`src/design/mgrd_defines.vh`:
```
`ifndef MGRD_DEFINES_VH
`define MGRD_DEFINES_VH

`define MGRD_ADDR_IDENT      8'h40
`define MGRD_ADDR_RSVD       8'h41
`define MGRD_ADDR_X_LOW      8'h42
`define MGRD_ADDR_X_HIGH     8'h43
`define MGRD_ADDR_Y_LOW      8'h44
`define MGRD_ADDR_Y_HIGH     8'h45
`define MGRD_ADDR_Z_LOW      8'h46
`define MGRD_ADDR_Z_HIGH     8'h47
`define MGRD_ADDR_RES_LOW    8'h48
`define MGRD_ADDR_RES_HIGH   8'h49
`define MGRD_ADDR_POWER      8'h4b

`define MGRD_POWER_BIT       0
`define MGRD_FLAG_BIT        0

// arbitrary neutral identification value
`define MGRD_IDENT_VALUE     8'h5a
`define MGRD_HIDDEN_VALUE    8'h00
`define MGRD_RSVD_VALUE      8'h00
`define MGRD_FLAG_RESET      1'b1

`define MGRD_XY_WIDTH        13
`define MGRD_Z_WIDTH         15
`define MGRD_RES_WIDTH       14
`define MGRD_SAMPLE_WIDTH    58

`endif

```
`src/design/mgrd_skid_buffer.v`:
```
`timescale 1ns/1ps
`default_nettype none

module mgrd_skid_buffer #(
    parameter WIDTH = 8
) (
    input  wire             clk_in,
    input  wire             arst_n_in,
    input  wire             in_valid_in,
    output wire             in_ready_out,
    input  wire [WIDTH-1:0] in_data_in,
    output wire             out_valid_out,
    input  wire             out_ready_in,
    output wire [WIDTH-1:0] out_data_out
);
    reg [WIDTH-1:0] slot0;
    reg [WIDTH-1:0] slot1;
    reg             full0;
    reg             full1;
    reg             in_rdy;
    reg             next_full1;

    // ready is its own flop so the producer never sees a gate-derived ready
    assign in_ready_out  = in_rdy;
    assign out_valid_out = full0;
    assign out_data_out  = slot0;

    wire push = in_valid_in & in_rdy;
    wire pop  = full0 & out_ready_in;

    always @* begin
        next_full1 = full1;
        if (push && !pop && full0) begin
            next_full1 = 1'b1;
        end
        if (pop && !push) begin
            next_full1 = 1'b0;
        end
    end

    always @(posedge clk_in or negedge arst_n_in) begin
        if (!arst_n_in) begin
            slot0 <= {WIDTH{1'b0}};
            slot1 <= {WIDTH{1'b0}};
            full0 <= 1'b0;
            full1 <= 1'b0;
            in_rdy <= 1'b0;
        end else begin
            in_rdy <= ~next_full1;
            case ({push, pop})
                2'b10: begin
                    if (!full0) begin
                        slot0 <= in_data_in;
                        full0 <= 1'b1;
                    end else begin
                        slot1 <= in_data_in;
                        full1 <= 1'b1;
                    end
                end
                2'b01: begin
                    slot0 <= slot1;
                    full0 <= full1;
                    full1 <= 1'b0;
                end
                2'b11: begin
                    if (full1) begin
                        slot0 <= slot1;
                        slot1 <= in_data_in;
                    end else begin
                        slot0 <= in_data_in;
                    end
                end
                default: begin
                    slot0 <= slot0;
                end
            endcase
        end
    end
endmodule // mgrd_skid_buffer

`default_nettype wire

```
`src/design/mgrd_result_store.v`:
```
`timescale 1ns/1ps
`default_nettype none
`include "mgrd_defines.vh"

// holds the latest sample; the read port registers its byte
module mgrd_result_store (
    input  wire                           clk_in,
    input  wire                           arst_n_in,
    input  wire                           load_in,
    input  wire [`MGRD_SAMPLE_WIDTH-1:0]  sample_in,
    input  wire [7:0]                     addr_in,
    input  wire                           ready_flag_in,
    output reg  [7:0]                     rdata_out
);
    reg [`MGRD_XY_WIDTH-1:0]  x_val;
    reg [`MGRD_XY_WIDTH-1:0]  y_val;
    reg [`MGRD_Z_WIDTH-1:0]   z_val;
    reg [`MGRD_RES_WIDTH-1:0] r_val;
    reg                       x_chk;
    reg                       y_chk;
    reg                       z_chk;
    reg [7:0]                 next_rdata;

    always @(posedge clk_in or negedge arst_n_in) begin
        if (!arst_n_in) begin
            x_val <= {`MGRD_XY_WIDTH{1'b0}};
            y_val <= {`MGRD_XY_WIDTH{1'b0}};
            z_val <= {`MGRD_Z_WIDTH{1'b0}};
            r_val <= {`MGRD_RES_WIDTH{1'b0}};
            x_chk <= `MGRD_FLAG_RESET;
            y_chk <= `MGRD_FLAG_RESET;
            z_chk <= `MGRD_FLAG_RESET;
        end else if (load_in) begin
            {x_chk, y_chk, z_chk, x_val, y_val, z_val, r_val} <= sample_in;
        end
    end

    always @* begin
        case (addr_in)
            `MGRD_ADDR_X_LOW:    next_rdata = {x_val[4:0], 2'b00, x_chk};
            `MGRD_ADDR_X_HIGH:   next_rdata = x_val[12:5];
            `MGRD_ADDR_Y_LOW:    next_rdata = {y_val[4:0], 2'b00, y_chk};
            `MGRD_ADDR_Y_HIGH:   next_rdata = y_val[12:5];
            `MGRD_ADDR_Z_LOW:    next_rdata = {z_val[6:0], z_chk};
            `MGRD_ADDR_Z_HIGH:   next_rdata = z_val[14:7];
            `MGRD_ADDR_RES_LOW:  next_rdata = {r_val[5:0], 1'b0, ready_flag_in};
            `MGRD_ADDR_RES_HIGH: next_rdata = r_val[13:6];
            default:             next_rdata = 8'h00;
        endcase
    end

    always @(posedge clk_in or negedge arst_n_in) begin
        if (!arst_n_in) begin
            rdata_out <= 8'h00;
        end else begin
            rdata_out <= next_rdata;
        end
    end
endmodule // mgrd_result_store

`default_nettype wire

```
`src/design/mgrd_readout.v`:
```
// Overview of operation
// identification byte reads only while power control bit is one, else zero
// location after identification byte is reserved and reads zero
// x value bits 4..0 in x low byte 7..3, bits 2..1 zero
// x value bits 12..5 fill x high byte
// x check flag in x low bit 0, one after reset
// y value bits 4..0 in y low byte 7..3, bits 2..1 zero
// y value bits 12..5 fill y high byte
// y check flag in y low bit 0, one after reset
// z value bits 6..0 in z low byte 7..1
// z check flag in z low bit 0, one after reset
// z value bits 14..7 fill z high byte
// resistance bits 5..0 in resistance low 7..2, bit 1 zero
// resistance bits 13..6 fill resistance high byte
// result ready flag in resistance low byte bit 0
// host sets power control bit to leave suspend, clears to return
// writes to result, resistance and identification bytes are ignored
`timescale 1ns/1ps
`default_nettype none
`include "mgrd_defines.vh"

module mgrd_readout (
    input  wire                          CLK_SYS_IN,
    input  wire                          ARST_N_IN,
    input  wire                          SAMPLE_VALID_IN,
    output wire                          SAMPLE_READY_OUT,
    input  wire [`MGRD_SAMPLE_WIDTH-1:0] SAMPLE_DATA_IN,
    input  wire                          REG_RD_IN,
    input  wire                          REG_WR_IN,
    input  wire [7:0]                    REG_ADDR_IN,
    input  wire [7:0]                    REG_WDATA_IN,
    output reg  [7:0]                    REG_RDATA_OUT,
    output reg                           REG_RVALID_OUT,
    output reg                           POWER_ON_OUT,
    output reg                           RESULT_READY_OUT
);
    reg        power;
    reg        next_power;
    reg        ready_flag;
    reg        next_ready_flag;
    reg        rd_q;
    reg [7:0]  addr_q;
    reg [7:0]  next_rdata;
    wire       buf_valid;
    wire       buf_in_ready;
    wire       buf_out_ready;
    wire [7:0] store_rdata;
    wire [`MGRD_SAMPLE_WIDTH-1:0] buf_data;

    // request side: decoded on the edge that takes the strobe
    wire       wr_hit_power;
    wire       rd_hit_res_high;
    wire       rd_busy;
    wire       load;
    wire       drain;

    // answer side: decoded one edge later from the captured address
    wire       sel_ident;
    wire       sel_rsvd;
    wire       sel_x_low;
    wire       sel_x_high;
    wire       sel_y_low;
    wire       sel_y_high;
    wire       sel_z_low;
    wire       sel_z_high;
    wire       sel_res_low;
    wire       sel_res_high;
    wire       sel_power;
    wire       sel_result;

    assign wr_hit_power    = REG_WR_IN & (REG_ADDR_IN == `MGRD_ADDR_POWER);
    assign rd_hit_res_high = REG_RD_IN & (REG_ADDR_IN == `MGRD_ADDR_RES_HIGH);
    assign rd_busy         = REG_RD_IN | rd_q;

    // the store takes a sample only when powered and no read is mid-flight,
    // so a two-byte read with no idle cycle between its reads never mixes halves of different samples
    assign load            = buf_valid & power & ~rd_busy;

    // in suspend the buffer drains and drops samples so the producer never hangs
    assign drain           = ~power;
    assign buf_out_ready   = load | drain;

    assign sel_ident    = (addr_q == `MGRD_ADDR_IDENT);
    assign sel_rsvd     = (addr_q == `MGRD_ADDR_RSVD);
    assign sel_x_low    = (addr_q == `MGRD_ADDR_X_LOW);
    assign sel_x_high   = (addr_q == `MGRD_ADDR_X_HIGH);
    assign sel_y_low    = (addr_q == `MGRD_ADDR_Y_LOW);
    assign sel_y_high   = (addr_q == `MGRD_ADDR_Y_HIGH);
    assign sel_z_low    = (addr_q == `MGRD_ADDR_Z_LOW);
    assign sel_z_high   = (addr_q == `MGRD_ADDR_Z_HIGH);
    assign sel_res_low  = (addr_q == `MGRD_ADDR_RES_LOW);
    assign sel_res_high = (addr_q == `MGRD_ADDR_RES_HIGH);
    assign sel_power    = (addr_q == `MGRD_ADDR_POWER);
    assign sel_result   = sel_x_low | sel_x_high | sel_y_low | sel_y_high |
                          sel_z_low | sel_z_high | sel_res_low | sel_res_high;

    assign SAMPLE_READY_OUT = buf_in_ready;

    mgrd_skid_buffer #(
        .WIDTH(`MGRD_SAMPLE_WIDTH)
    ) u_buf (
        .clk_in        (CLK_SYS_IN),
        .arst_n_in     (ARST_N_IN),
        .in_valid_in   (SAMPLE_VALID_IN),
        .in_ready_out  (buf_in_ready),
        .in_data_in    (SAMPLE_DATA_IN),
        .out_valid_out (buf_valid),
        .out_ready_in  (buf_out_ready),
        .out_data_out  (buf_data)
    );

    mgrd_result_store u_store (
        .clk_in        (CLK_SYS_IN),
        .arst_n_in     (ARST_N_IN),
        .load_in       (load),
        .sample_in     (buf_data),
        .addr_in       (REG_ADDR_IN),
        .ready_flag_in (ready_flag),
        .rdata_out     (store_rdata)
    );

    // only the power register takes writes; result bytes ignore them
    always @* begin
        next_power = power;
        if (wr_hit_power) begin
            next_power = REG_WDATA_IN[`MGRD_POWER_BIT];
        end
    end

    always @(posedge CLK_SYS_IN or negedge ARST_N_IN) begin
        if (!ARST_N_IN) begin
            power <= 1'b0;
        end else begin
            power <= next_power;
        end
    end

    always @(posedge CLK_SYS_IN or negedge ARST_N_IN) begin
        if (!ARST_N_IN) begin
            rd_q <= 1'b0;
        end else begin
            rd_q <= REG_RD_IN;
        end
    end

    always @(posedge CLK_SYS_IN or negedge ARST_N_IN) begin
        if (!ARST_N_IN) begin
            addr_q <= 8'h00;
        end else begin
            addr_q <= REG_ADDR_IN;
        end
    end

    // a new sample wins over the clear by a read of the resistance high byte
    always @* begin
        next_ready_flag = ready_flag;
        if (load) begin
            next_ready_flag = 1'b1;
        end else if (rd_hit_res_high || drain) begin
            next_ready_flag = 1'b0;
        end
    end

    always @(posedge CLK_SYS_IN or negedge ARST_N_IN) begin
        if (!ARST_N_IN) begin
            ready_flag <= 1'b0;
        end else begin
            ready_flag <= next_ready_flag;
        end
    end

    always @* begin
        if (sel_ident) begin
            next_rdata = power ? `MGRD_IDENT_VALUE : `MGRD_HIDDEN_VALUE;
        end else if (sel_rsvd) begin
            next_rdata = `MGRD_RSVD_VALUE;
        end else if (sel_power) begin
            next_rdata = {7'h00, power};
        end else if (sel_result) begin
            next_rdata = store_rdata;
        end else begin
            next_rdata = 8'h00;
        end
    end

    always @(posedge CLK_SYS_IN or negedge ARST_N_IN) begin
        if (!ARST_N_IN) begin
            REG_RDATA_OUT <= 8'h00;
        end else begin
            REG_RDATA_OUT <= next_rdata;
        end
    end

    always @(posedge CLK_SYS_IN or negedge ARST_N_IN) begin
        if (!ARST_N_IN) begin
            REG_RVALID_OUT <= 1'b0;
        end else begin
            REG_RVALID_OUT <= rd_q;
        end
    end

    always @(posedge CLK_SYS_IN or negedge ARST_N_IN) begin
        if (!ARST_N_IN) begin
            POWER_ON_OUT <= 1'b0;
        end else begin
            POWER_ON_OUT <= power;
        end
    end

    always @(posedge CLK_SYS_IN or negedge ARST_N_IN) begin
        if (!ARST_N_IN) begin
            RESULT_READY_OUT <= 1'b0;
        end else begin
            RESULT_READY_OUT <= ready_flag;
        end
    end
endmodule // mgrd_readout

`default_nettype wire

```
`config.mk`:
```
export PLATFORM = sky130hd
export DESIGN_NAME = mgrd_readout
export DESIGN_NICKNAME = d
export VERILOG_FILES = /design/src/design/mgrd_skid_buffer.v /design/src/design/mgrd_result_store.v /design/src/design/mgrd_readout.v
export VERILOG_INCLUDE_DIRS = /design/src /design/src/design
export SDC_FILE = /design/constraint.sdc
export NUM_CORES = 1
export LEC_CHECK = 0
export BUFFER_PORTS_ARGS = -buffer_cell sky130_fd_sc_hd__clkbuf_2
export CAP_MARGIN = 25
export CORE_ASPECT_RATIO = 0.6
export CORE_MARGIN = 10
export CORE_UTILIZATION = 46
export DETAILED_ROUTE_END_ITERATION = 8
export GPL_ROUTABILITY_DRIVEN = 0
export SETUP_SLACK_MARGIN = 0.2
export SYNTH_ARGS = -nofsm -noshare
export SYNTH_HDL_FRONTEND = slang
export SYNTH_SLANG_ARGS = --single-unit
```
`constraint.sdc`:
```
create_clock -name CLK_SYS_IN -period 2.8 [get_ports CLK_SYS_IN]
set_clock_uncertainty 0.1 [all_clocks]
set_input_delay 0.28 -clock CLK_SYS_IN [delete_from_list [all_inputs] [get_ports CLK_SYS_IN]]
set_output_delay 0.28 -clock CLK_SYS_IN [all_outputs]
set_load 0.05 [all_outputs]
```
==> results of run 1 <==
## worst max-delay path: stages (launching register included)
cell and delay [ns]:
sky130_fd_sc_hd__dfrtp_2 0.44, sky130_fd_sc_hd__o21a_4 0.25, sky130_fd_sc_hd__nand2b_1 0.18, sky130_fd_sc_hd__ha_1 0.26
sky130_fd_sc_hd__inv_1 0.10, sky130_fd_sc_hd__nor2_1 0.07, sky130_fd_sc_hd__nor3_2 0.26, sky130_fd_sc_hd__buf_12 0.34
sky130_fd_sc_hd__mux2_2 0.38
## worst paths after layout
path / end / slack [ns] / from / depth (start not counted)
worst max-delay path: u_buf.slot1[11] / 0.27 / rd_q / 8
worst min-delay path: addr_q[2] / 0.02 / REG_ADDR_IN[2] / 1
worst max register to register: u_buf.slot1[11] / 0.27 / rd_q / 8
worst min register to register: REG_RVALID_OUT / 0.36 / rd_q / 0
max in group asynchronous: u_buf.slot1[55] / 1.51 / ARST_N_IN / 3
min in group asynchronous: u_buf.slot1[37] / 0.32 / ARST_N_IN / 2
## logic make-up after synthesis
family                     share of synthesized area
buffers and inverters                         0.0284
adders and majority gates                    0.00435
AOI/OAI and AO/OA                              0.127
DFF                                            0.601
muxes                                          0.178
and+or+nand+nor                               0.0599
xor gates and xnor gates                     0.00102
## layer usage
| metal | GRT usage | up-vias | share of wire |
|---|---|---|---|
| li1 | - | 2677 | - |
| met1 | 0.240 | 2904 | 0.50 |
| met2 | 0.239 | 114 | 0.43 |
| met3 | 0.0359 | 26 | 0.051 |
| met4 | 0.0329 | 0 | 0.017 |
| met5 | 0 | - | 0 |
## per-stage QoR
| stage | total power [mW] | worst slack [ns] | instances | util | hold WS [ns] |
|---|---|---|---|---|---|
| 2_1_floorplan | 7.11 | 0.425 | 665 | - | -0.116 |
| 3_3_place_gp | 7.85 | 0.227 | 954 | 0.511 | 0.302 |
| 3_5_place_dp | 8.04 | 0.156 | 954 | 0.511 | 0.306 |
| 4_1_cts | 11.0 | 0.222 | 1056 | 0.585 | 0.00142 |
| 5_1_grt | 11.6 | 0.212 | 1057 | 0.587 | 0.0202 |
| 6_report | 10.9 | 0.266 | 1057 | 0.587 | 0.0181 |
## final cells by class
class,instances,area share
flip-flops and latches,207,0.484
multi-input cells,407,0.304
repair buffers,159,0.116
clock buffers,25,0.0513
well taps,240,0.0280
clock inverters,11,0.0140
inverters,7,0.00245
diodes,1,0.000234
## power breakdown
| group | internal (mW) | total, mW | switching [mW] |
|---|---|---|---|
| logic | 1.63 | 3.27 | 1.65 |
| clock network | 1.68 | 2.85 | 1.16 |
| registers | 4.11 | 4.78 | 0.667 |
## cells in the mapped netlist, types with 3 or more instances
master                     number  area (sq um)
sky130_fd_sc_hd__inv_1          7          26.3
sky130_fd_sc_hd__and2_1         3          18.8
sky130_fd_sc_hd__ha_1           3          37.5
sky130_fd_sc_hd__nor2b_1        5          31.3
sky130_fd_sc_hd__buf_4          5          37.5
sky130_fd_sc_hd__a21o_1         5          37.5
sky130_fd_sc_hd__dfrtp_1      204          5100
sky130_fd_sc_hd__buf_2         16          80.1
sky130_fd_sc_hd__nor2_1        70           263
sky130_fd_sc_hd__a31oi_1        4          25.0
sky130_fd_sc_hd__nor3_1         6          30.0
sky130_fd_sc_hd__o22a_1         5          43.8
sky130_fd_sc_hd__buf_1          4          15.0
sky130_fd_sc_hd__a22oi_2       20           250
sky130_fd_sc_hd__mux2i_1       17           170
sky130_fd_sc_hd__nand2b_1       4          25.0
sky130_fd_sc_hd__a21oi_1       67           335
sky130_fd_sc_hd__dfstp_2        3          78.8
sky130_fd_sc_hd__nand2_1        8          30.0
sky130_fd_sc_hd__mux2_2       118          1330
sky130_fd_sc_hd__clkbuf_1      17          63.8
sky130_fd_sc_hd__a22oi_1       41           308
## timing repair
| action | in CTS | in global routing |
|---|---|---|
| resized for setup | 1 | 6 |
| hold buffers | 66 | 0 |
| hold endpoints to repair | 162 | 0 |
| endpoints found under the setup margin | 4 | 94 |
| buffers inserted | 0 | 0 |
## state kept, by name (all words and copies together), names as in the netlist, 8 cells and up
signal	flops
REG_RDATA_OUT	8
addr_q	8
u_buf.out_data_out	58
u_buf.slot1	58
u_store.r_val	14
u_store.rdata_out	8
u_store.x_val	13
u_store.y_val	13
u_store.z_val	15
==> results.md, run 1 <==
Finish:
- The commonest non-fill, non-tap cell in the layout is sky130_fd_sc_hd__dfrtp_1.
- The area used by multi-input combinational logic is 3250 sq um.
- The number of fill cells in the layout is 1,458.
- The final design area excluding fillers is 10,700 sq um.
- The fraction of layout instances using a drive strength above 1 is 0.349.
- The area used by sequential logic in the layout is 5180 sq um.
- The area added between synthesis and finish is 24.2%.
- In the final design database the tool counted 884 nets.
- In the layout the commonest cells are 203 x sky130_fd_sc_hd__dfrtp_1, 118 x sky130_fd_sc_hd__mux2_2, 82 x sky130_fd_sc_hd__clkbuf_2, 70 x sky130_fd_sc_hd__nor2_1, 67 x sky130_fd_sc_hd__a21oi_1.

Floorplan:
- The initialized floorplan defines 38 standard-cell rows.
- The area of the placeable core is 18,300 sq um.
- From left edge to right edge, the die measures 197 microns.
- The floorplan die area is 24,800 sq um.
- The height of the die is 126 microns.
- The I/O pin total is 91.
- For this configuration, the core starts out at a cell density of 0.473.

Drt:
- The DRC violation count after routing is 0.
- The number of detailed-routing iterations run before antenna repair is 7.
- Once detail routing completed, the nets flagged for antenna violations numbered 0.
- Across all layers, the routed design uses 5,721 vias.
- The final routed wire length divided by cell count is 18.8 microns.
- After the first detailed-routing iteration, the DRC count stood at 307.
- The per-cell via count in the routed design is 5.41.
- The routed design has 19,800 microns of wire.

Clock tree:
- The clock tree from TritonCTS is yes.
- CTS built an H-tree with a depth of 1.
- Clock latency on the worst-skew pair, taken at its later pin, is 0.50 ns.
- The clock sink count is 207.
- Clock-pin slew was measured on the worst setup and hold paths at 0.07 ns.
- The maximum clock insertion buffer count is 3.
- The number of buffers added by the clock tree synthesis step is 20.
- The cell sitting at the root of the clock tree is a sky130_fd_sc_hd__clkbuf_16.

Timing:
- For the pin with the worst max-slew slack, the measured transition is 0.773 ns.
- The worst relative slew slack is 0.485.
- The portion of the clock cycle consumed by the worst path in the final layout is 0.905.
- The achievable clock frequency is 395 MHz.
- The final hold violation count is 0.
- The accumulated negative setup slack is 0 ns.
- The count of pins over their slew limit came to 0.
- The minimum period implied by the final worst setup slack is 2.53 ns.
- The count of endpoints failing setup in the final report is 0.
- Setup repair after global routing left no endpoint under its margin.

Yosys:
- The Yosys step of the flow raised 0 warnings.
- The number of nets in the synthesized netlist is 747.
- The synthesized design contains 0 enable-type register cells.
- The instance count of the mapped netlist is 665.
- After synthesis the netlist holds a flip-flop and latch count of 207.
- In this run, distinct cell masters in the synthesized netlist total 47.
- Summing every instance area after synthesis gives 8630 sq um.
- The share of the Yosys chip area taken by registers is 0.601.
- Of all flip-flops after synthesis, the portion carrying an async set or reset was 1.00.
- The most frequently used flop master after synthesis is sky130_fd_sc_hd__dfrtp_1.
- Each instance of the synthesized netlist takes up on average 13.0 sq um.

Job:
- The max-cap violation count is 0.

Power:
- Dividing total power by cell area gives a power density of 1020 nW/um^2.
- The maximum vdd ir drop is 0.529 mV.
- For this design the static power due to leakage is 4.89 nW.

Critical path:
- STA classifies the critical path startpoint as a flip-flop.
- The required time at the worst-slack endpoint is 3.08 ns.
- By startpoint and endpoint, the worst setup path is classified as flip-flop to flip-flop.
- The arrival time at the worst endpoint is 2.82 ns.
- Of all nets on the critical path, the largest fanout is 58.
- The capturing element type of the critical path is a flip-flop.

Global route:
- The pin count of the biggest net entering global routing is 117.
- The number of global-route vias before repair is 6,069.
- The first global-routing pass estimated 33,100 microns of wire.
- Summed over all layers, the global routing overflow is 0.
- The overall global routing resource usage is 0.162.
- The number of antenna violations at the first check in global routing is 1.

Hold path:
- The min-delay analysis places its worst path in the category input port to flip-flop.

Run status:
- The flow ran to the end, and the final reports show no timing, DRC or antenna violations.

Placed design:
- After detailed placement, the total cell area comes to 9320 sq um.
- Detailed placement finished with a half-perimeter wire length of 13,000 microns.
- The number of input and output port buffers inserted is 83.
(Power assumes the default switching activity.)
==> inputs of run 2 (changes only) <==
--- a/config.mk
+++ b/config.mk
@@ -13,6 +13,7 @@
 export CORE_UTILIZATION = 46
 export DETAILED_ROUTE_END_ITERATION = 8
 export GPL_ROUTABILITY_DRIVEN = 0
+export PLACE_DENSITY = 0.65
 export SETUP_SLACK_MARGIN = 0.2
 export SYNTH_ARGS = -nofsm -noshare
 export SYNTH_HDL_FRONTEND = slang
==> run 2 against run 1 <==
Register-to-register slack gained 0.05 ns. Clock power shrank 11%. Sequential share of layout area grew 0.29 points. Largest cell class unchanged. Global-route usage shrank 0.23 points. Largest power group unchanged. Total power shrank 2.2%. Sequential cell count is the same. Worst hold slack gained 0.077 ns. Wire length shrank 0.74%.
==> results.md, run 2 (synthesized netlist as in run 1, its figures left out) <==
Run status:
- The run finished with clean final reports.

Global route:
- The wire length of the first global-routing pass is 32,700 microns (-1.1%).
- The pin count of the biggest net entering global routing is 117 (unchanged).
- The number of antenna violations at the first check in global routing came to 0 (-1).
- The number of global-route vias before repair is 6,053 (-0.26%).
- The residual overflow from global routing is 0 (unchanged).
- The overall global routing resource usage is 0.160 (-0.00230).

Finish:
- The number of nets in the layout is 887 (+0.34%).
- The area used by multi-input combinational logic is 3260 sq um (+0.15%).
- The commonest non-fill, non-tap cell in the layout is sky130_fd_sc_hd__dfrtp_1.
- The fraction of layout instances using a drive strength above 1 is 0.346 (-0.00288).
- The number of antenna cells inserted is 0 (-1).
- The final design area excluding fillers is 10,700 sq um (-0.60%).
- The filler-free cell count of the finished design is 1,057 (unchanged).
- The number of fill cells in the layout is 1,490 (+2.2%).
- The area used by sequential logic in the layout is 5180 sq um (unchanged).
- The area added between synthesis and finish is 23.5%.
- The library cells used most frequently in the layout, excluding fill and tap cells, are 203 x sky130_fd_sc_hd__dfrtp_1, 118 x sky130_fd_sc_hd__mux2_2, 82 x sky130_fd_sc_hd__clkbuf_2, 70 x sky130_fd_sc_hd__nor2_1.

Critical path:
- The startpoint-to-endpoint class of the critical path is flip-flop to flip-flop.
- The capturing element type of the critical path is a flip-flop.
- The length in cells of the worst reg-to-reg path came to 9 (+1).
- The endpoint identified for the worst register-to-register timing path is u_buf.out_data_out[40].
- The startpoint type of the worst setup path is a flip-flop.
- The most critical setup path has its startpoint at rd_q.
- The arrival time at the worst endpoint is 2.74 ns (-0.08 ns).
- The slowest stage of the critical path is the sky130_fd_sc_hd__or3_2 cell.
- The delay of the slowest cell on the worst path is 0.48 ns (+0.04 ns).
- The slack of the worst reg-to-reg path came to 0.31 ns (+0.05 ns).
- In this run the critical register-to-register path is launched from rd_q.
- The cell depth of the worst setup path is 9 (+1).
- The end of the critical path is u_buf.out_data_out[40].
- The largest driver fanout on the critical path is 25 (-57%).
- The signal on the critical path passes through o21a_4, nand2b_1, inv_1, ha_1, nor2b_1, or3_2, buf_8, a22oi_2, a21oi_1.
- The critical path buffer and inverter count came to 2 (unchanged).
- The required time at the worst-slack endpoint is 3.06 ns (-0.02 ns).
- Among cell families on the critical path, the largest total delay comes from simple AND/OR/NAND/NOR gates.

Placed design:
- The instance area at placement is 9310 sq um (-0.11%).
- The number of input and output port buffers inserted is 83 (unchanged).
- The placed wire-length estimate after detailed placement is 13,400 microns (+3.1%).
- The placed cell count was 956 (+0.21%).

Timing:
- The portion of the clock cycle consumed by the worst path in the final layout is 0.888 (-0.0173).
- The count of endpoints failing setup in the final report is 0 (unchanged).
- The accumulated negative setup slack is 0 ns (unchanged).
- The worst relative slew slack was 0.603 (+0.118).
- Setup repair after global routing could not meet its margin everywhere.
- The minimum period implied by the final worst setup slack came to 2.49 ns (-0.0483 ns).
- The final hold violation count was 0 (unchanged).
- The slew at the pin closest to its max-slew limit is 0.596 ns (-0.177 ns).
- The count of pins over their slew limit is 0 (unchanged).
- The achievable clock frequency is 402 MHz (+1.9%).

Power:
- The leakage power came to 4.87 nW (-0.49%).
- The maximum vdd ir drop is 0.517 mV (-2.1%).
- The cell area power density was 1000 nW/um^2 (-1.6%).
- The total power consumption of the routed design is 10.7 mW (-2.2%).

Floorplan:
- The die width is 197 microns (unchanged).
- The floorplan die area is 24,800 sq um (unchanged).
- The height of the die is 126 microns (unchanged).
- The standard-cell row count came to 38 (unchanged).
- The I/O pin total is 91 (unchanged).
- The area of the placeable core was 18,300 sq um (unchanged).
- The initial standard-cell utilization of the core is 0.473 (unchanged).

Drt:
- The per-cell via count in the routed design is 5.48 (+1.3%).
- The final routed wire length divided by cell count was 18.6 microns (-0.74%).
- The detailed-route via count is 5,794 (+1.3%).
- The wire length reported by the detailed router is 19,700 microns (-0.74%).
- The number of detailed-routing iterations run before antenna repair came to 5 (-2).
- The number of nets with antenna violations after routing is 0 (unchanged).
- The first-iteration detailed-routing DRC count is 353 (+15%).
- The DRC violation count after routing is 0 (unchanged).

Clock tree:
- The clock-pin slew on the worst setup and hold paths is 0.07 ns (about the same).
- The root buffer cell chosen for the clock tree is sky130_fd_sc_hd__clkbuf_16.
- The clock sink count is 207 (unchanged).
- The number of H-tree levels is 1 (unchanged).
- The maximum clock insertion buffer count came to 3 (unchanged).
- The clock latency reported for the late side of the worst-skew pair came to 0.49 ns (about the same).
- The clock tree from TritonCTS is yes.
- The number of buffers added by the clock tree synthesis step came to 19 (-5.0%).

Job:
- The max-cap violation count was 0 (unchanged).

Hold path:
- The classification of the worst-slack hold path is input port to flip-flop.
## run 2: cell types whose count changed in the layout (fill, tap and decap cells not counted), sizes merged
cell         delta
dlygate4sd3     +1
buf             +3
inv             +1
bufinv          -2
clkinvlp        -2
clkinv          -3
diode           -1
clkbuf          +3
## run 2: worst min-delay path: stages
cell and delay [ns]:
sky130_fd_sc_hd__clkbuf_2 0.10, sky130_fd_sc_hd__nand4_1 0.11, sky130_fd_sc_hd__mux2_2 0.16
## run 2: cell type report
cell class              count  share of cell area
clock buffers              28              0.0516
clock inverters             5             0.00505
inverters                   7             0.00247
multi-input cells         407               0.306
flip-flops and latches    207               0.487
well taps                 240              0.0282
repair buffers            163               0.120
## run 2: per-stage QoR
stage	utilization	hold slack [ns]	setup WS, ns
after CTS	0.580	0.0773	0.205
final	0.583	0.0953	0.315
after floorplan	-	-0.116	0.425
after global placement	0.510	0.233	0.221
after global routing	0.583	0.114	0.186
after detailed placement	0.510	0.241	0.106
## run 2: routing by layer
metal  vias to the layer above  share of wire  global-route usage  routed length (microns)
met5                         -              0                   0                        0
met4                         0          0.015              0.0293                      293
met3                        25          0.067              0.0356                     1330
met2                       124           0.43               0.239                     8570
met1                      2972           0.48               0.234                     9510
li1                       2673              -                   -                        -
## run 2: power by group
part / switching (mW) / total, mW / internal, mW
Clock: 1.09 / 2.54 / 1.45
Combinational: 1.67 / 3.34 / 1.67
Sequential: 0.662 / 4.78 / 4.11
Total: 3.42 / 10.7 / 7.24
## run 2: worst min-delay path by stage
stage	slack [ns]	endpoint	start	cells past startpoint
6_report	0.1	power	REG_WR_IN	3
3_3_place_gp	0.23	u_buf.slot1[1]	ARST_N_IN	1
2_1_floorplan	-0.12	POWER_ON_OUT	ARST_N_IN	0
5_1_grt	0.11	power	REG_WR_IN	3
3_5_place_dp	0.24	u_buf.slot1[57]	ARST_N_IN	1
4_1_cts	0.08	ready_flag	REG_RD_IN	3
## run 2: timing repair
action                     CTS  global route
hold buffers                67             0
hold endpoints to repair   139             0
buffers inserted             0             1
setup endpoints to repair   83            83
cloned                       0             0
pin swaps                    0             1
gates resized for setup      3            12
